==> src/rtl/psc_pkg.sv <==
// Package: register map, field positions and enumerations of the power stage controller layer
package psc_pkg;
  // Register indices on the plain register port
  localparam logic [3:0] REG_SYNC_OUT_CFG = 4'h0;
  localparam logic [3:0] REG_CTRL_CFG = 4'h1;
  localparam logic [3:0] REG_MATRIX = 4'h2;
  localparam logic [3:0] REG_IRQ_ENABLE = 4'h3;
  localparam logic [3:0] REG_IRQ_STATUS = 4'h4;
  localparam logic [3:0] REG_SET_A_LO = 4'h5;
  localparam logic [3:0] REG_SET_A_HI = 4'h6;
  localparam logic [3:0] REG_RESET_A_LO = 4'h7;
  localparam logic [3:0] REG_RESET_A_HI = 4'h8;
  localparam logic [3:0] REG_SET_B_LO = 4'h9;
  localparam logic [3:0] REG_SET_B_HI = 4'hA;
  localparam logic [3:0] REG_RESET_B_LO = 4'hB;
  localparam logic [3:0] REG_RESET_B_HI = 4'hC;
  // Synchro and output configuration fields
  localparam int SOC_D_SEL = 7;
  localparam int SOC_C_SEL = 6;
  localparam int SOC_SYNC_HI = 5;
  localparam int SOC_SYNC_LO = 4;
  localparam int SOC_D_EN = 3;
  localparam int SOC_B_EN = 2;
  localparam int SOC_C_EN = 1;
  localparam int SOC_A_EN = 0;
  // Controller configuration fields
  localparam int CFG_HALF = 7;
  localparam int CFG_ALOCK = 6;
  localparam int CFG_MLOCK = 5;
  localparam int CFG_MODE_HI = 4;
  localparam int CFG_MODE_LO = 3;
  localparam int CFG_POL = 2;
  localparam int CFG_FAST = 1;
  localparam int CFG_MATRIX = 0;
  // Interrupt bits
  localparam int IRQ_EC = 0;
  localparam int IRQ_EEC = 1;
  localparam int IRQ_CAPTURE_EVENT_IRQ = 2;
  localparam int CMP_W = 12;
  localparam logic [3:0] LAST_ENH_CYCLE = 4'hF;
  localparam logic [7:0] RESET_BYTE = 8'h00;
  localparam logic [15:0] RESET_WORD = 16'h0000;
  typedef enum logic [1:0] {
    PSC_ONE_RAMP,
    PSC_TWO_RAMP,
    PSC_FOUR_RAMP,
    PSC_CENTERED
  } psc_mode_e;
  typedef enum logic [1:0] {
    PSC_SYNC_SA,
    PSC_SYNC_RA,
    PSC_SYNC_SB,
    PSC_SYNC_RB
  } psc_sync_e;
endpackage

==> src/rtl/psc_cmp_if.sv <==
// Interface: committed compare values and active configuration between the top and helpers
`timescale 1ns/100ps
`default_nettype none
interface psc_cmp_if;
  logic [15:0] set_a;
  logic [15:0] reset_a;
  logic [15:0] set_b;
  logic [15:0] reset_b;
  logic [7:0] soc;
  logic [7:0] cfg;
  logic [7:0] matrix;
  modport src (output set_a, reset_a, set_b, reset_b, soc, cfg, matrix);
  modport dst (input set_a, reset_a, set_b, reset_b, soc, cfg, matrix);
endinterface
`default_nettype wire

==> src/rtl/psc_ctrl.sv <==
// Top: configuration, compare registers, write locks, interrupts and ADC sync of the controller
//
// Functional notes
// - End-of-cycle interrupt flag sets on RB match when enabled.
// - End-of-enhanced-cycle flag sets on RB match in the last enhanced cycle, count 15.
// - Capture flag sets on retrigger, counter capture or synchronisation error.
// - Output D carries generator B when select bit 7 clear, A when set.
// - Output C carries generator A when select bit 6 clear, B when set.
// - Ramp modes: sync code picks SA, RA/fault A, SB, RB/fault B.
// - Centered: code 00 RA match counting down, 01 counting up, else none.
// - Bit 3 enables the D pin, driven from generator B path.
// - Bit 2 enables the B pin following generator B.
// - Bit 1 enables the C pin, driven from generator A path.
// - Bit 0 enables the A pin following generator A.
// - Four write-only compare registers, reset zero, 12 bits compared with counter.
// - RB bits 15:12 carry the flank width modulation value.
// - Compare writes go through one shared temporary high byte.
// - Half duty mode: each RB update copies RB to RA, SB to SA.
// - Autolock holds writes; committed at cycle end if RB written last.
// - Autolock prevails over the manual lock when both are set.
// - Manual lock buffers writes until the lock bit returns to zero.
// - Mode field: 00 one, 01 two, 10 four ramp, 11 centered.
// - Polarity bit: 0 active low, 1 active high; ignored under matrix.
// - Matrix enable makes A and B outputs follow per-ramp matrix bits.
`timescale 1ns/100ps
`default_nettype none
module psc_ctrl
  import psc_pkg::*;
(
  input wire logic clk_in,
  input wire logic rst_in,
  input wire logic [3:0] addr_in,
  input wire logic [7:0] wdata_in,
  input wire logic wr_in,
  input wire logic rd_in,
  output logic [7:0] rdata_out,
  input wire logic [CMP_W-1:0] count_in,
  input wire logic count_down_in,
  input wire logic cycle_end_in,
  input wire logic [3:0] enh_cycle_in,
  input wire logic [1:0] ramp_in,
  input wire logic wave_a_in,
  input wire logic wave_b_in,
  input wire logic fault_a_in,
  input wire logic fault_b_in,
  input wire logic retrigger_in,
  input wire logic capture_in,
  input wire logic sync_error_in,
  output logic [3:0] wave_pin_out,
  output logic [3:0] wave_pin_oe_out,
  output logic adc_sync_out,
  output logic irq_out,
  output logic fast_clock_select_out,
  output logic [1:0] ramp_mode_select_out,
  output logic [3:0] flank_width_out
);
  // ==========================================================
  // Shadow (software-visible) and active registers
  logic [7:0] temp_hi;
  logic [7:0] cfg;
  logic [7:0] soc_sh;
  logic [7:0] mat_sh;
  logic [15:0] sa_sh;
  logic [15:0] ra_sh;
  logic [15:0] sb_sh;
  logic [15:0] rb_sh;
  logic [2:0] irq_en;
  logic [2:0] irq_st;
  logic rb_last;
  psc_cmp_if act ();
  logic sa_hit;
  logic ra_hit;
  logic sb_hit;
  logic rb_hit;
  logic [3:0] pin_d;
  logic [3:0] oe_d;
  logic wr_lo;
  logic commit;
  logic [2:0] ev;
  logic next_sync;

  function automatic logic is_wr(input logic [3:0] a, input logic [3:0] r, input logic w);
    is_wr = w && (a == r);
  endfunction

  assign wr_lo = wr_in && (addr_in == REG_SET_A_LO || addr_in == REG_RESET_A_LO
                 || addr_in == REG_SET_B_LO || addr_in == REG_RESET_B_LO);

  // ==========================================================
  // Temporary high byte, shared by every sixteen-bit register
  always_ff @(posedge clk_in) begin
    if (rst_in) begin
      temp_hi <= RESET_BYTE;
    end else if (wr_in && (addr_in == REG_SET_A_HI || addr_in == REG_RESET_A_HI
                 || addr_in == REG_SET_B_HI || addr_in == REG_RESET_B_HI)) begin
      temp_hi <= wdata_in;
    end
  end

  // Low-byte write commits the pair in one cycle; high byte alone stores nothing
  always_ff @(posedge clk_in) begin
    if (rst_in) begin
      sa_sh <= RESET_WORD;
      ra_sh <= RESET_WORD;
      sb_sh <= RESET_WORD;
      rb_sh <= RESET_WORD;
    end else begin
      if (is_wr(addr_in, REG_SET_A_LO, wr_in)) begin
        sa_sh <= {4'h0, temp_hi[3:0], wdata_in};
      end
      if (is_wr(addr_in, REG_RESET_A_LO, wr_in)) begin
        ra_sh <= {4'h0, temp_hi[3:0], wdata_in};
      end
      if (is_wr(addr_in, REG_SET_B_LO, wr_in)) begin
        sb_sh <= {4'h0, temp_hi[3:0], wdata_in};
      end
      if (is_wr(addr_in, REG_RESET_B_LO, wr_in)) begin
        rb_sh <= {temp_hi, wdata_in};
      end
    end
  end

  // Configuration, output configuration, matrix and interrupt enables
  always_ff @(posedge clk_in) begin
    if (rst_in) begin
      cfg <= RESET_BYTE;
      soc_sh <= RESET_BYTE;
      mat_sh <= RESET_BYTE;
      irq_en <= 3'h0;
    end else if (wr_in) begin
      case (addr_in)
        REG_CTRL_CFG: cfg <= wdata_in;
        REG_SYNC_OUT_CFG: soc_sh <= wdata_in;
        REG_MATRIX: mat_sh <= wdata_in;
        REG_IRQ_ENABLE: irq_en <= wdata_in[2:0];
        default: ;
      endcase
    end
  end

  // ==========================================================
  // Lock handling: autolock waits for RB-last and cycle end; manual waits for release
  always_ff @(posedge clk_in) begin
    if (rst_in) begin
      rb_last <= 1'b0;
    end else begin
      if (commit) begin
        rb_last <= 1'b0;
      end else if (wr_lo) begin
        rb_last <= is_wr(addr_in, REG_RESET_B_LO, wr_in);
      end
    end
  end

  always_comb begin
    if (cfg[CFG_ALOCK]) begin
      commit = cycle_end_in && rb_last;
    end else if (cfg[CFG_MLOCK]) begin
      commit = 1'b0;
    end else begin
      commit = 1'b1; // Unlocked: shadow passes straight through, one cycle later
    end
  end

  // Active copies; half duty mode mirrors the B pair into the A pair
  always_ff @(posedge clk_in) begin
    if (rst_in) begin
      act.set_a <= RESET_WORD;
      act.reset_a <= RESET_WORD;
      act.set_b <= RESET_WORD;
      act.reset_b <= RESET_WORD;
      act.soc <= RESET_BYTE;
      act.matrix <= RESET_BYTE;
    end else if (commit) begin
      act.set_b <= sb_sh;
      act.reset_b <= rb_sh;
      act.soc <= soc_sh;
      act.matrix <= mat_sh;
      act.set_a <= cfg[CFG_HALF] ? sb_sh : sa_sh;
      act.reset_a <= cfg[CFG_HALF] ? rb_sh : ra_sh;
    end
  end
  assign act.cfg = cfg;

  // ==========================================================
  psc_match u_match (
    .clk_in(clk_in),
    .rst_in(rst_in),
    .count_in(count_in),
    .cmp(act.dst),
    .sa_hit_out(sa_hit),
    .ra_hit_out(ra_hit),
    .sb_hit_out(sb_hit),
    .rb_hit_out(rb_hit)
  );

  psc_outsel u_outsel (
    .wave_a_in(wave_a_in),
    .wave_b_in(wave_b_in),
    .ramp_in(ramp_in),
    .cmp(act.dst),
    .pin_out(pin_d),
    .pin_oe_out(oe_d)
  );

  // ==========================================================
  // Interrupt flags: set wins over a write-one-to-clear in the same cycle
  always_comb begin
    ev[IRQ_EC] = irq_en[IRQ_EC] && rb_hit;
    ev[IRQ_EEC] = irq_en[IRQ_EEC] && rb_hit && (enh_cycle_in == LAST_ENH_CYCLE);
    ev[IRQ_CAPTURE_EVENT_IRQ] = irq_en[IRQ_CAPTURE_EVENT_IRQ] && (retrigger_in || capture_in || sync_error_in);
  end

  always_ff @(posedge clk_in) begin
    if (rst_in) begin
      irq_st <= 3'h0;
    end else begin
      irq_st <= (irq_st & ~(is_wr(addr_in, REG_IRQ_STATUS, wr_in) ? wdata_in[2:0] : 3'h0)) | ev;
    end
  end

  // ADC sync source per running mode
  always_comb begin
    next_sync = 1'b0;
    if (psc_mode_e'(cfg[CFG_MODE_HI:CFG_MODE_LO]) == PSC_CENTERED) begin
      case (psc_sync_e'(act.soc[SOC_SYNC_HI:SOC_SYNC_LO]))
        PSC_SYNC_SA: next_sync = ra_hit && count_down_in;
        PSC_SYNC_RA: next_sync = ra_hit && !count_down_in;
        default: next_sync = 1'b0;
      endcase
    end else begin
      case (psc_sync_e'(act.soc[SOC_SYNC_HI:SOC_SYNC_LO]))
        PSC_SYNC_SA: next_sync = sa_hit;
        PSC_SYNC_RA: next_sync = ra_hit || fault_a_in;
        PSC_SYNC_SB: next_sync = sb_hit;
        PSC_SYNC_RB: next_sync = rb_hit || fault_b_in;
        default: next_sync = 1'b0;
      endcase
    end
  end

  // Registered outputs; sync pulse lasts one clock even if the match holds
  logic sync_prev;
  always_ff @(posedge clk_in) begin
    if (rst_in) begin
      adc_sync_out <= 1'b0;
      sync_prev <= 1'b0;
      wave_pin_out <= 4'h0;
      wave_pin_oe_out <= 4'h0;
      irq_out <= 1'b0;
      fast_clock_select_out <= 1'b0;
      ramp_mode_select_out <= 2'h0;
      flank_width_out <= 4'h0;
    end else begin
      sync_prev <= next_sync;
      adc_sync_out <= next_sync && !sync_prev;
      wave_pin_out <= pin_d;
      wave_pin_oe_out <= oe_d;
      irq_out <= |irq_st;
      fast_clock_select_out <= cfg[CFG_FAST];
      ramp_mode_select_out <= cfg[CFG_MODE_HI:CFG_MODE_LO];
      flank_width_out <= act.reset_b[15:12];
    end
  end

  // Read port: compare registers are write-only and read zero
  always_ff @(posedge clk_in) begin
    if (rst_in) begin
      rdata_out <= RESET_BYTE;
    end else if (rd_in) begin
      case (addr_in)
        REG_CTRL_CFG: rdata_out <= cfg;
        REG_SYNC_OUT_CFG: rdata_out <= soc_sh;
        REG_MATRIX: rdata_out <= mat_sh;
        REG_IRQ_ENABLE: rdata_out <= {5'h00, irq_en};
        REG_IRQ_STATUS: rdata_out <= {5'h00, irq_st};
        default: rdata_out <= RESET_BYTE;
      endcase
    end else begin
      rdata_out <= RESET_BYTE;
    end
  end

  // ==========================================================
  // Checks
  property p_ec_set;
    @(posedge clk_in) disable iff (rst_in) (irq_en[0] && rb_hit) |=> irq_st[0];
  endproperty
  a_ec_set: assert property (p_ec_set) else $error("EC flag not set");
  property p_eec_set;
    @(posedge clk_in) disable iff (rst_in)
      (irq_en[1] && rb_hit && enh_cycle_in == 4'hF) |=> irq_st[1];
  endproperty
  a_eec_set: assert property (p_eec_set) else $error("EEC flag not set");
  property p_capture_event_irq_set;
    @(posedge clk_in) disable iff (rst_in)
      (irq_en[2] && (retrigger_in || capture_in || sync_error_in)) |=> irq_st[2];
  endproperty
  a_capture_event_irq_set: assert property (p_capture_event_irq_set) else $error("Capture flag not set");
  // Enables gate flag setting; a disabled source never raises its flag
  property p_ec_gate;
    @(posedge clk_in) disable iff (rst_in)
      (!irq_en[IRQ_EC] && !irq_st[IRQ_EC]) |=> !irq_st[IRQ_EC];
  endproperty
  a_ec_gate: assert property (p_ec_gate) else $error("EC flag set while disabled");
  property p_sync_mute;
    @(posedge clk_in) disable iff (rst_in)
      (cfg[CFG_MODE_HI:CFG_MODE_LO] == 2'b11 && act.soc[SOC_SYNC_HI]) |=> !adc_sync_out;
  endproperty
  a_sync_mute: assert property (p_sync_mute) else $error("Centered sync leaked");
  property p_sync_one;
    @(posedge clk_in) disable iff (rst_in) adc_sync_out |=> !adc_sync_out;
  endproperty
  a_sync_one: assert property (p_sync_one) else $error("Sync pulse too long");
  property p_mlock_hold;
    @(posedge clk_in) disable iff (rst_in)
      (cfg[5] && !cfg[6] && $past(cfg[5]) && !$past(cfg[6])) |-> $stable(act.set_b);
  endproperty
  a_mlock_hold: assert property (p_mlock_hold) else $error("Manual lock leaked");
  property p_alock_hold;
    @(posedge clk_in) disable iff (rst_in) (cfg[6] && !(cycle_end_in && rb_last))
      |=> $stable(act.soc);
  endproperty
  a_alock_hold: assert property (p_alock_hold) else $error("Autolock leaked");
  property p_half;
    @(posedge clk_in) disable iff (rst_in) (commit && cfg[7]) |=> act.reset_a == act.reset_b;
  endproperty
  a_half: assert property (p_half) else $error("Half duty copy missing");
  property p_pair;
    @(posedge clk_in) disable iff (rst_in) (wr_in && addr_in == REG_RESET_B_LO)
      |=> rb_sh == {$past(temp_hi), $past(wdata_in)};
  endproperty
  a_pair: assert property (p_pair) else $error("RB pair wrong");
  property p_oe;
    @(posedge clk_in) disable iff (rst_in) 1'b1 |=> wave_pin_oe_out[1] == $past(act.soc[2]);
  endproperty
  a_oe: assert property (p_oe) else $error("B pin enable wrong");
  c_sync: cover property (@(posedge clk_in) adc_sync_out);
  c_irq: cover property (@(posedge clk_in) irq_out);
  c_alock: cover property (@(posedge clk_in) cfg[6] && commit);
  c_half: cover property (@(posedge clk_in) commit && cfg[CFG_HALF]);
endmodule
`default_nettype wire

==> src/rtl/psc_match.sv <==
// Module: compare matches of the committed values against the counter
`timescale 1ns/100ps
`default_nettype none
module psc_match
  import psc_pkg::*;
(
  input wire logic clk_in,
  input wire logic rst_in,
  input wire logic [CMP_W-1:0] count_in,
  psc_cmp_if.dst cmp,
  output logic sa_hit_out,
  output logic ra_hit_out,
  output logic sb_hit_out,
  output logic rb_hit_out
);
  // Twelve-bit compare, flank width bits of RB ignored
  function automatic logic hit(input logic [15:0] v, input logic [CMP_W-1:0] c);
    hit = (v[CMP_W-1:0] == c);
  endfunction
  // Combinational matches; registered downstream in the top
  always_comb begin
    sa_hit_out = hit(cmp.set_a, count_in);
    ra_hit_out = hit(cmp.reset_a, count_in);
    sb_hit_out = hit(cmp.set_b, count_in);
    rb_hit_out = hit(cmp.reset_b, count_in);
  end
  property p_rb_hit;
    @(posedge clk_in) disable iff (rst_in) rb_hit_out == (cmp.reset_b[11:0] == count_in);
  endproperty
  a_rb_hit: assert property (p_rb_hit) else $error("RB match wrong");
endmodule
`default_nettype wire

==> src/rtl/psc_outsel.sv <==
// Module: pin output selection, polarity and matrix for the four waveform outputs
`timescale 1ns/100ps
`default_nettype none
module psc_outsel
  import psc_pkg::*;
(
  input wire logic wave_a_in,
  input wire logic wave_b_in,
  input wire logic [1:0] ramp_in,
  psc_cmp_if.dst cmp,
  output logic [3:0] pin_out,
  output logic [3:0] pin_oe_out
);
  logic a_lvl;
  logic b_lvl;
  // Matrix overrides generators and polarity
  always_comb begin
    if (cmp.cfg[CFG_MATRIX]) begin
      a_lvl = cmp.matrix[ramp_in];
      b_lvl = cmp.matrix[{1'b1, ramp_in}];
    end else begin
      a_lvl = cmp.cfg[CFG_POL] ? wave_a_in : ~wave_a_in;
      b_lvl = cmp.cfg[CFG_POL] ? wave_b_in : ~wave_b_in;
    end
    pin_out[0] = a_lvl;
    pin_out[1] = b_lvl;
    pin_out[2] = cmp.soc[SOC_C_SEL] ? b_lvl : a_lvl;
    pin_out[3] = cmp.soc[SOC_D_SEL] ? a_lvl : b_lvl;
    pin_oe_out[0] = cmp.soc[SOC_A_EN];
    pin_oe_out[1] = cmp.soc[SOC_B_EN];
    pin_oe_out[2] = cmp.soc[SOC_C_EN];
    pin_oe_out[3] = cmp.soc[SOC_D_EN];
  end
endmodule
`default_nettype wire

==> config.mk <==
export PLATFORM = sky130hd
export DESIGN_NAME = psc_ctrl
export DESIGN_NICKNAME = d
export VERILOG_FILES = /design/src/rtl/psc_pkg.sv /design/src/rtl/psc_cmp_if.sv /design/src/rtl/psc_ctrl.sv /design/src/rtl/psc_match.sv /design/src/rtl/psc_outsel.sv
export SDC_FILE = /design/constraint.sdc
export NUM_CORES = 1
export LEC_CHECK = 0
export ABC_AREA = 1
export BUFFER_PORTS_ARGS = -buffer_cell sky130_fd_sc_hd__buf_2
export CAP_MARGIN = 20
export CELL_PAD_IN_SITES_DETAIL_PLACEMENT = 1
export CELL_PAD_IN_SITES_GLOBAL_PLACEMENT = 1
export CORE_ASPECT_RATIO = 1.75
export CORE_MARGIN = 1.5
export CORE_UTILIZATION = 30
export DETAILED_ROUTE_END_ITERATION = 7
export HOLD_SLACK_MARGIN = 0.06
export PLACE_DENSITY_LB_ADDON = 0.25
export SLEW_MARGIN = 25
export SYNTH_ARGS = -nofsm -noshare
export SYNTH_HDL_FRONTEND = slang
export SYNTH_SLANG_ARGS = --single-unit
==> constraint.sdc <==
create_clock -name clk_in -period 1.4 [get_ports clk_in]
set_input_delay 0.14 -clock clk_in [delete_from_list [all_inputs] [get_ports clk_in]]
set_output_delay 0.14 -clock clk_in [all_outputs]
set_load 0.1 [all_outputs]
==> results of run 1 <==
[stage by stage]
step | power (mW) | instance area (um2) | std cells | utilization, %
5_1_grt | 12.1 | 9560 | 1448 | 38.7
3_3_place_gp | 6.74 | 8610 | 1402 | 34.8
3_5_place_dp | 6.76 | 8610 | 1402 | 34.8
4_1_cts | 11.7 | 9370 | 1442 | 37.9
2_1_floorplan | 6.27 | 7560 | 1019 | -
6_report | 11.6 | 9560 | 1448 | 38.7
[worst paths after layout]
kind         cells after the start           end         from
max                             14  adc_sync_out   act.soc[4]
min                              3      ra_sh[3]  wdata_in[3]
max reg2reg                     14  adc_sync_out   act.soc[4]
min reg2reg                      1  adc_sync_out    sync_prev
[kinds of logic (layout without fill, tap and decap cells)]
logic type / Yosys count / count (layout) / synth area share (%)
flip-flops: 185 / 185 / 49.0
AO/OA/AOI/OAI: 300 / 300 / 21.0
AND/OR/NAND/NOR: 362 / 362 / 19.5
XOR/XNOR: 22 / 22 / 2.55
buffers and inverters: 150 / 267 / 7.95
[layout make-up]
| class | count | area share, % |
|---|---|---|
| Inverter | 91 | 3.64 |
| Clock inverter | 10 | 1.37 |
| Clock buffer | 22 | 4.85 |
| Timing Repair Buffer | 144 | 11.5 |
| Tap cell | 312 | 4.08 |
| Sequential cell | 185 | 38.9 |
| Multi-Input combinational cell | 684 | 35.7 |
[sequential cells by signal, summed over array words and instances, names as in the netlist, 2 cells and up]
name,flops
act.reset_a,12
ra_sh,12
irq_st,3
act.cfg,8
act.set_b,12
mat_sh,8
act.set_a,12
rdata_out,8
temp_hi,8
wave_pin_out,4
act.matrix,8
sa_sh,12
irq_en,3
ramp_mode_select_out,2
soc_sh,8
act.reset_b,16
sb_sh,12
wave_pin_oe_out,4
act.soc,8
rb_sh,16
flank_width_out,4
[placed cells by master (no fill, tap or decap), drive strengths merged, types with 5 or more instances in the layout]
master,synthesis,layout
a21oi,100,100
a31oi,25,25
buf,12,138
clkbuf,47,22
clkinv,2,5
dfxtp,185,185
dlygate4sd3,0,6
inv,89,91
nand2,163,163
nand3,44,44
nor2,146,146
o21ai,156,156
o221ai,6,6
xnor2,22,22
[worst max-delay path: stages (launching register included)]
cell	delay, ps
dfxtp_2	360
clkinv_4	120
nand2_8	100
buf_6	130
buf_6	100
nand2_4	40
nand3_2	60
nand2_1	50
nor2_1	70
nand2_1	60
nor2_1	90
nand2_1	90
nand3_2	80
nand3_2	70
nor2_2	90
[per-layer routing]
layer  GRT usage, %  up-vias  routed length (um)
met5              0        -                  13
met4           10.7        2                1090
met3           3.31       50                 707
met2           38.1      113               13800
met1           20.5     3389                9450
li1               -     3561                   -
[what timing repair did]
item,in CTS,in global routing
resized for setup,23,44
buffers inserted,1,6
pin swaps,14,13
hold buffers,6,0
setup endpoints to repair,5,17
gates cloned,1,0
hold endpoints to repair,10,0
[where the power goes]
group / internal (mW) / switching [mW]
clock network: 2.76 / 2.14
registers: 5.41 / 0.0867
logic: 0.434 / 0.779
total: 8.61 / 3.01
==> impl_metrics.ini, run 1 <==
[status]
outcome = finished with violations
violations = setup timing

[setup_path]
worstSetupPathType = reg -> reg
r2r_setup_slack_ps = -180
critPathLaunchType = register
endpoint_kind = register
required_ps = 1790
cp.arrival_ps = 1980
worstPathMaxFanout = 5

[sta]
finalHoldViolations = 0
fmax_ghz = 0.631
fin_crit_ps = 1580
fin_tns_setup_ps = -356
rsz0062_at_grt = true
hold_ws_ps = 115
maxSlewHeadroom_pct = 66.2
tightest_slew_ps = 511
fin_crit_sh_pct = 113
setup_ws_ps = -184
fin_skew_ps = 8.08
setup_viol = 3
slew_violations = 0

[synthesis]
synth_edf_count = 0
synth_nets = 1062
synth_top_cell_by_area = dfxtp_1
synth_seq_cells = 185
synth.distinct_cells = 33
ys_top_cells_by_area = dfxtp_1 (49%), o21ai_0 (10%), nand2_1 (8.0%)
synthesis.area_um2 = 7560
syn_area_per_cell_um2 = 7.42
async_reset_ff_share_pct = 0
syn_inst = 1019
synth_top_cell_area_share_pct = 49.0
synth-seq-area-share_pct = 49.0
ys_warn_count = 0
ys_top_cells_by_count = dfxtp_1 (185), nand2_1 (161), o21ai_0 (156)
yosysMostFrequentCell = dfxtp_1
synth_top_flop_cell = dfxtp_1

[floorplanning]
fp-row-count = 76
die_h_um = 213
die_w_um = 123
io_pins = 68
core_region_area_um2 = 24700
dieArea_um2 = 26200
initial_utilization_pct = 30.6

[cts]
clk_pin_slew_ps = 70
cts_tree = done
clockBufferDepth = 2
cts_inserted_buffers = 17
htreeDepth = 4
cts-root-buf = clkbuf_16
cts.sinks = 185
clk_latency_ps = 450

[global_route]
grt_usage_pct = 20.1
grt_overflow = 0
grt_pass1_vias = 7222
grt_pass1_wl_um = 39200
antenna_found_initial = 1
grt_max_degree = 70

[drt]
first_pass_iters = 4
viasPerCell = 4.91
wl_per_cell_um = 17.3
ant_nets = 0
vias = 7115
drcViolationCount = 0
routed_wl_um = 25100
initialDrtViolationCount = 235

[cells_and_area]
synthToLayoutAreaGrowth_pct = 26.5
final_nets = 1166
multiInputGateArea_um2 = 3410
diodes = 0
drive_gt1_share_pct = 20.0
n_fill_cell = 3067
regArea_um2 = 3720

[placement]
port_buffers = 67
gp_congestion = 0.845
post-dp-hpwl_um = 19100
preCtsSetupSlack_ps = -212

[power_and_ir_drop]
ir_drop_mv = 0.930
power.density_nw_per_um2 = 1210
cellLeakagePower_nw = 3.78

[flow_run]
maxCapViolCount = 0

[worst_hold_path]
holdCritPathClass = in -> reg
(Power assumes the default switching activity.)
==> run 2: changes to the inputs <==
--- a/config.mk
+++ b/config.mk
@@ -15,8 +15,8 @@
 export CORE_UTILIZATION = 30
 export DETAILED_ROUTE_END_ITERATION = 7
 export HOLD_SLACK_MARGIN = 0.06
+export MAX_ROUTING_LAYER = met4
 export PLACE_DENSITY_LB_ADDON = 0.25
-export SLEW_MARGIN = 25
 export SYNTH_ARGS = -nofsm -noshare
 export SYNTH_HDL_FRONTEND = slang
 export SYNTH_SLANG_ARGS = --single-unit
==> impl_metrics.ini, run 2 (synthesized netlist as in run 1, its figures left out) <==
[global_route]
grt_pass1_vias = 7227
grt_max_degree = 70
grt_usage_pct = 20.6
grt_overflow = 0
antenna_found_initial = 1
grt_pass1_wl_um = 39200

[placement]
post-dp-hpwl_um = 19100
gp_congestion = 0.861
port_buffers = 67
post_dp_cell_area_um2 = 8610

[cells_and_area]
reg.largest.list = act.reset_b x16, rb_sh x16
drive_gt1_share_pct = 20.0
final_nets = 1166
n_fill_cell = 3069
synthToLayoutAreaGrowth_pct = 26.6
final_area_um2 = 9560
final_cell_mix = dfxtp_1 (175), o21ai_0 (155), nand2_1 (145)
final_common_cell = dfxtp_1

[setup_path]
r2r-start = act.soc[4]
worstSetupPathType = reg -> reg
critPathLaunchType = register
required_ps = 1790
cp.arrival_ps = 1980
endpoint_kind = register
setup.worst_path.start = act.soc[4]
worstPathMaxFanout = 5

[cts]
clk_latency_ps = 450
cts_inserted_buffers = 17
cts.sinks = 185
htreeDepth = 4
clockBufferDepth = 2
cts-root-buf = clkbuf_16
cts_tree = done
clk_pin_slew_ps = 70

[worst_hold_path]
holdCritPathClass = in -> reg
hold_start = wdata_in[3]

[floorplanning]
dieArea_um2 = 26200
die_w_um = 123
core_region_area_um2 = 24700
die_h_um = 213
initial_utilization_pct = 30.6
fp-row-count = 76
io_pins = 68

[power_and_ir_drop]
p_int_mw = 8.61
ir_drop_mv = 0.929
p_seq_share_pct = 47.3
combinationalPowerShare_pct = 10.4
power_frac_clock_pct = 42.2
cellLeakagePower_nw = 3.78
sw_frac_of_total_pct = 25.9
power.density_nw_per_um2 = 1210
power_switching_mw = 3.01

[sta]
setup_ws_ps = -182
fin_crit_ps = 1580
tightest_slew_ps = 511
hold_ws_ps = 106
finalHoldViolations = 0
fin_crit_sh_pct = 113
rsz0062_at_grt = true
setup_viol = 3
fin_tns_setup_ps = -371
slew_violations = 0
fin_skew_ps = 10.4
fmax_ghz = 0.632
maxSlewHeadroom_pct = 66.2

[status]
violations = setup timing
outcome = finished with violations

[flow_run]
maxCapViolCount = 0

[drt]
initialDrtViolationCount = 210
vias = 7112
routed_wl_um = 25000
drcViolationCount = 0
viasPerCell = 4.91
first_pass_iters = 4
wl_per_cell_um = 17.3
ant_nets = 0
==> run 2: cell types whose count changed in the layout (fill, tap and decap cells not counted) <==
cell     previous run  this run
diode_2             0         1
==> run 2: final timing paths <==
kind                            cells past startpoint  slack [ps]      endpoint
worst max-delay path                               14        -180  adc_sync_out
worst min-delay path                                3         110      ra_sh[3]
worst max register to register                     14        -180  adc_sync_out
worst min register to register                      1         410  adc_sync_out
==> run 2: final cells by class <==
class                   count  area (um2)  share of cell area [%]
multi-input cells         684        3410                    35.7
well taps                 312         390                    4.08
clock buffers              22         464                    4.85
clock inverters            10         131                    1.37
flip-flops and latches    185        3720                    38.9
inverters                  91         348                    3.64
repair buffers            144        1100                    11.5
diodes                      1        2.50                  0.0262
==> run 2: worst max-delay path, cell delays in order, from the launching register on <==
cell and delay (ps):
dfxtp_2 360, clkinv_4 120, nand2_8 100, buf_6 130, buf_6 100, nand2_4 40, nand3_2 60, nand2_1 50
nor2_1 80, nand2_1 60, nor2_1 90, nand2_1 90, nand3_2 80, nand3_2 70, nor2_2 90
==> run 2: timing repair <==
action	in CTS	in global routing
hold buffers	6	0
cloned	1	0
setup buffers	1	6
endpoints found under the setup margin	5	17
pin swaps	14	13
resized for setup	23	44
endpoints found under the hold margin	10	0
==> run 2: power by group through the flow <==
stage          registers (mW)  logic [mW]  clock network (mW)
6_report                 5.50        1.21                4.90
5_1_grt                  5.51        1.34                5.21
4_1_cts                  5.50        1.18                5.05
3_5_place_dp             5.61        1.14                   0
3_3_place_gp             5.61        1.13                   0
2_1_floorplan            5.70       0.567                   0
==> run 2: per-layer routing <==
| layer | share of wire, % | GRT usage [%] | wire [um] |
|---|---|---|---|
| met5 | 0 | - | 0 |
| met1 | 38 | 20.3 | 9410 |
| met4 | 4.3 | 10.9 | 1060 |
| met2 | 55 | 38.2 | 13800 |
| met3 | 3.0 | 3.34 | 751 |
==> run 2: per-stage QoR <==
stage                     instances  setup WS [ps]  utilization [%]  total power, mW
final                          1449           -182             38.7             11.6
after global routing           1449           -290             38.7             12.1
after CTS                      1442           -112             37.9             11.7
after detailed placement       1402           -212             34.8             6.76
after global placement         1402           -178             34.8             6.74
after floorplan                1019           54.9                -             6.27
==> run 3: changes to the inputs <==
--- a/config.mk
+++ b/config.mk
@@ -6,6 +6,7 @@
 export NUM_CORES = 1
 export LEC_CHECK = 0
 export ABC_AREA = 1
+export ABC_CLOCK_PERIOD_IN_PS = 1400
 export BUFFER_PORTS_ARGS = -buffer_cell sky130_fd_sc_hd__buf_2
 export CAP_MARGIN = 20
 export CELL_PAD_IN_SITES_DETAIL_PLACEMENT = 1
@@ -17,6 +18,8 @@
 export HOLD_SLACK_MARGIN = 0.06
 export MAX_ROUTING_LAYER = met4
 export PLACE_DENSITY_LB_ADDON = 0.25
+export RECOVER_POWER = 100
+export REMOVE_ABC_BUFFERS = 1
 export SYNTH_ARGS = -nofsm -noshare
 export SYNTH_HDL_FRONTEND = slang
 export SYNTH_SLANG_ARGS = --single-unit
==> impl_metrics.ini, run 3 (synthesized netlist as in run 1, its figures left out) <==
[cells_and_area]
final_area_um2 = 9430
final_cell_mix = dfxtp_1 (180), o21ai_0 (155), nand2_1 (153)
synthToLayoutAreaGrowth_pct = 24.8
reg.largest.list = act.reset_b x16, rb_sh x16
final_nets = 1162
final_common_cell = dfxtp_1
drive_gt1_share_pct = 16.6
stdcell_count = 1443
diodes = 0

[setup_path]
worstSetupPathType = reg -> reg
endpoint_kind = register
worstPathMaxFanout = 7
cp.arrival_ps = 1890
critPathLaunchType = register
required_ps = 1780

[drt]
wl_per_cell_um = 17.4
ant_nets = 0
viasPerCell = 4.87
first_pass_iters = 4
routed_wl_um = 25000
drcViolationCount = 0
vias = 7034
initialDrtViolationCount = 185

[global_route]
antenna_found_initial = 0
use_met3_pct = 3.55
grt_pass1_vias = 7289
grt_overflow = 0
use_met1_pct = 20.9
grt_max_degree = 79
top_usage_layer = met2
grt_use_met2_pct = 38.9
grt_pass1_wl_um = 39300
grt_usage_pct = 20.7

[floorplanning]
die_w_um = 123
fp-row-count = 76
die_h_um = 213
io_pins = 68
dieArea_um2 = 26200
core_region_area_um2 = 24700
initial_utilization_pct = 30.6

[sta]
setup_ws_ps = -109
tightest_slew_ps = 694
fin_crit_sh_pct = 108
hold_ws_ps = 76.4
fmax_ghz = 0.663
slew_violations = 0
fin_skew_ps = 13.1
rsz0062_at_grt = true
fin_crit_ps = 1510
maxSlewHeadroom_pct = 53.7
finalHoldViolations = 0
setup_viol = 4

[cts]
htreeDepth = 4
cts_inserted_buffers = 17
clk_latency_ps = 450
cts_tree = done
clockBufferDepth = 2
clk_pin_slew_ps = 70
cts.sinks = 185
cts-root-buf = clkbuf_16

[status]
violations = setup timing
outcome = finished with violations

[placement]
gp_congestion = 0.838
place_inst = 1404
post-dp-hpwl_um = 18500
port_buffers = 67
post_dp_cell_area_um2 = 8640

[power_and_ir_drop]
power_switching_mw = 2.96
p_seq_share_pct = 46.5
cellLeakagePower_nw = 3.69
sw_frac_of_total_pct = 25.0
power_frac_clock_pct = 43.8
power.density_nw_per_um2 = 1250
ir_drop_mv = 0.873
p_int_mw = 8.87
combinationalPowerShare_pct = 9.7

[flow_run]
maxCapViolCount = 0

[worst_hold_path]
holdCritPathClass = in -> reg
[run 3: final cells by class]
type / count / area [um2]
clock buffer: 20 / 457
clock inverter: 11 / 169
fill: 3074 / 15300
inverter: 91 / 348
multi-input combinational: 685 / 3410
sequential: 185 / 3710
tap: 312 / 390
timing repair buffer: 139 / 950
[run 3: timing repair]
action | 4_1_cts | 5_1_grt
setup endpoints to repair | 4 | 7
hold buffers | 4 | 0
endpoints found under the hold margin | 5 | 0
pin swaps | 4 | 21
buffers inserted | 0 | 2
gates resized for setup | 15 | 34
cloned | 0 | 2
[run 3: through the flow]
stage	setup TNS (ps)	setup slack [ps]	total power, mW	util [%]
6_report	-258	-109	11.8	38.1
5_1_grt	-2410	-226	12.3	38.1
4_1_cts	-122	-76.7	12.0	37.8
3_5_place_dp	-544	-197	6.75	34.9
3_3_place_gp	-416	-165	6.73	34.9
2_1_floorplan	-167600	-2000	6.23	-
[run 3: layer usage]
layer	vias to the layer above	share of wire, %
li1	3547	-
met1	3367	39
met2	94	56
met3	26	2.4
met4	0	2.7
met5	-	0
[run 3: power by group through the flow]
stage	Sequential (mW)	Combinational (mW)	Clock, mW
2_1_floorplan	5.71	0.517	0
3_3_place_gp	5.61	1.12	0
3_5_place_dp	5.62	1.13	0
4_1_cts	5.50	1.15	5.32
5_1_grt	5.52	1.27	5.50
6_report	5.50	1.15	5.18
[run 3: critical path: stages, from the launching register on]
cell and delay [ps]:
dfxtp_4 450, clkbuf_16 180, nand3_1 90, nand3_1 100
nand2_1 50, nor2_1 80, nand2_1 60, nor2_1 100
nand2_1 90, nand3_2 70, nand3_2 70, nor2_2 110
[run 3: final timing paths]
kind	start	endpoint	slack, ps	cells after the start
worst max-delay path	act.soc[5]	adc_sync_out	-110	11
worst min-delay path	wdata_in[2]	rb_sh[2]	80	3
worst max register to register	act.soc[5]	adc_sync_out	-110	11
worst min register to register	sync_prev	adc_sync_out	400	1
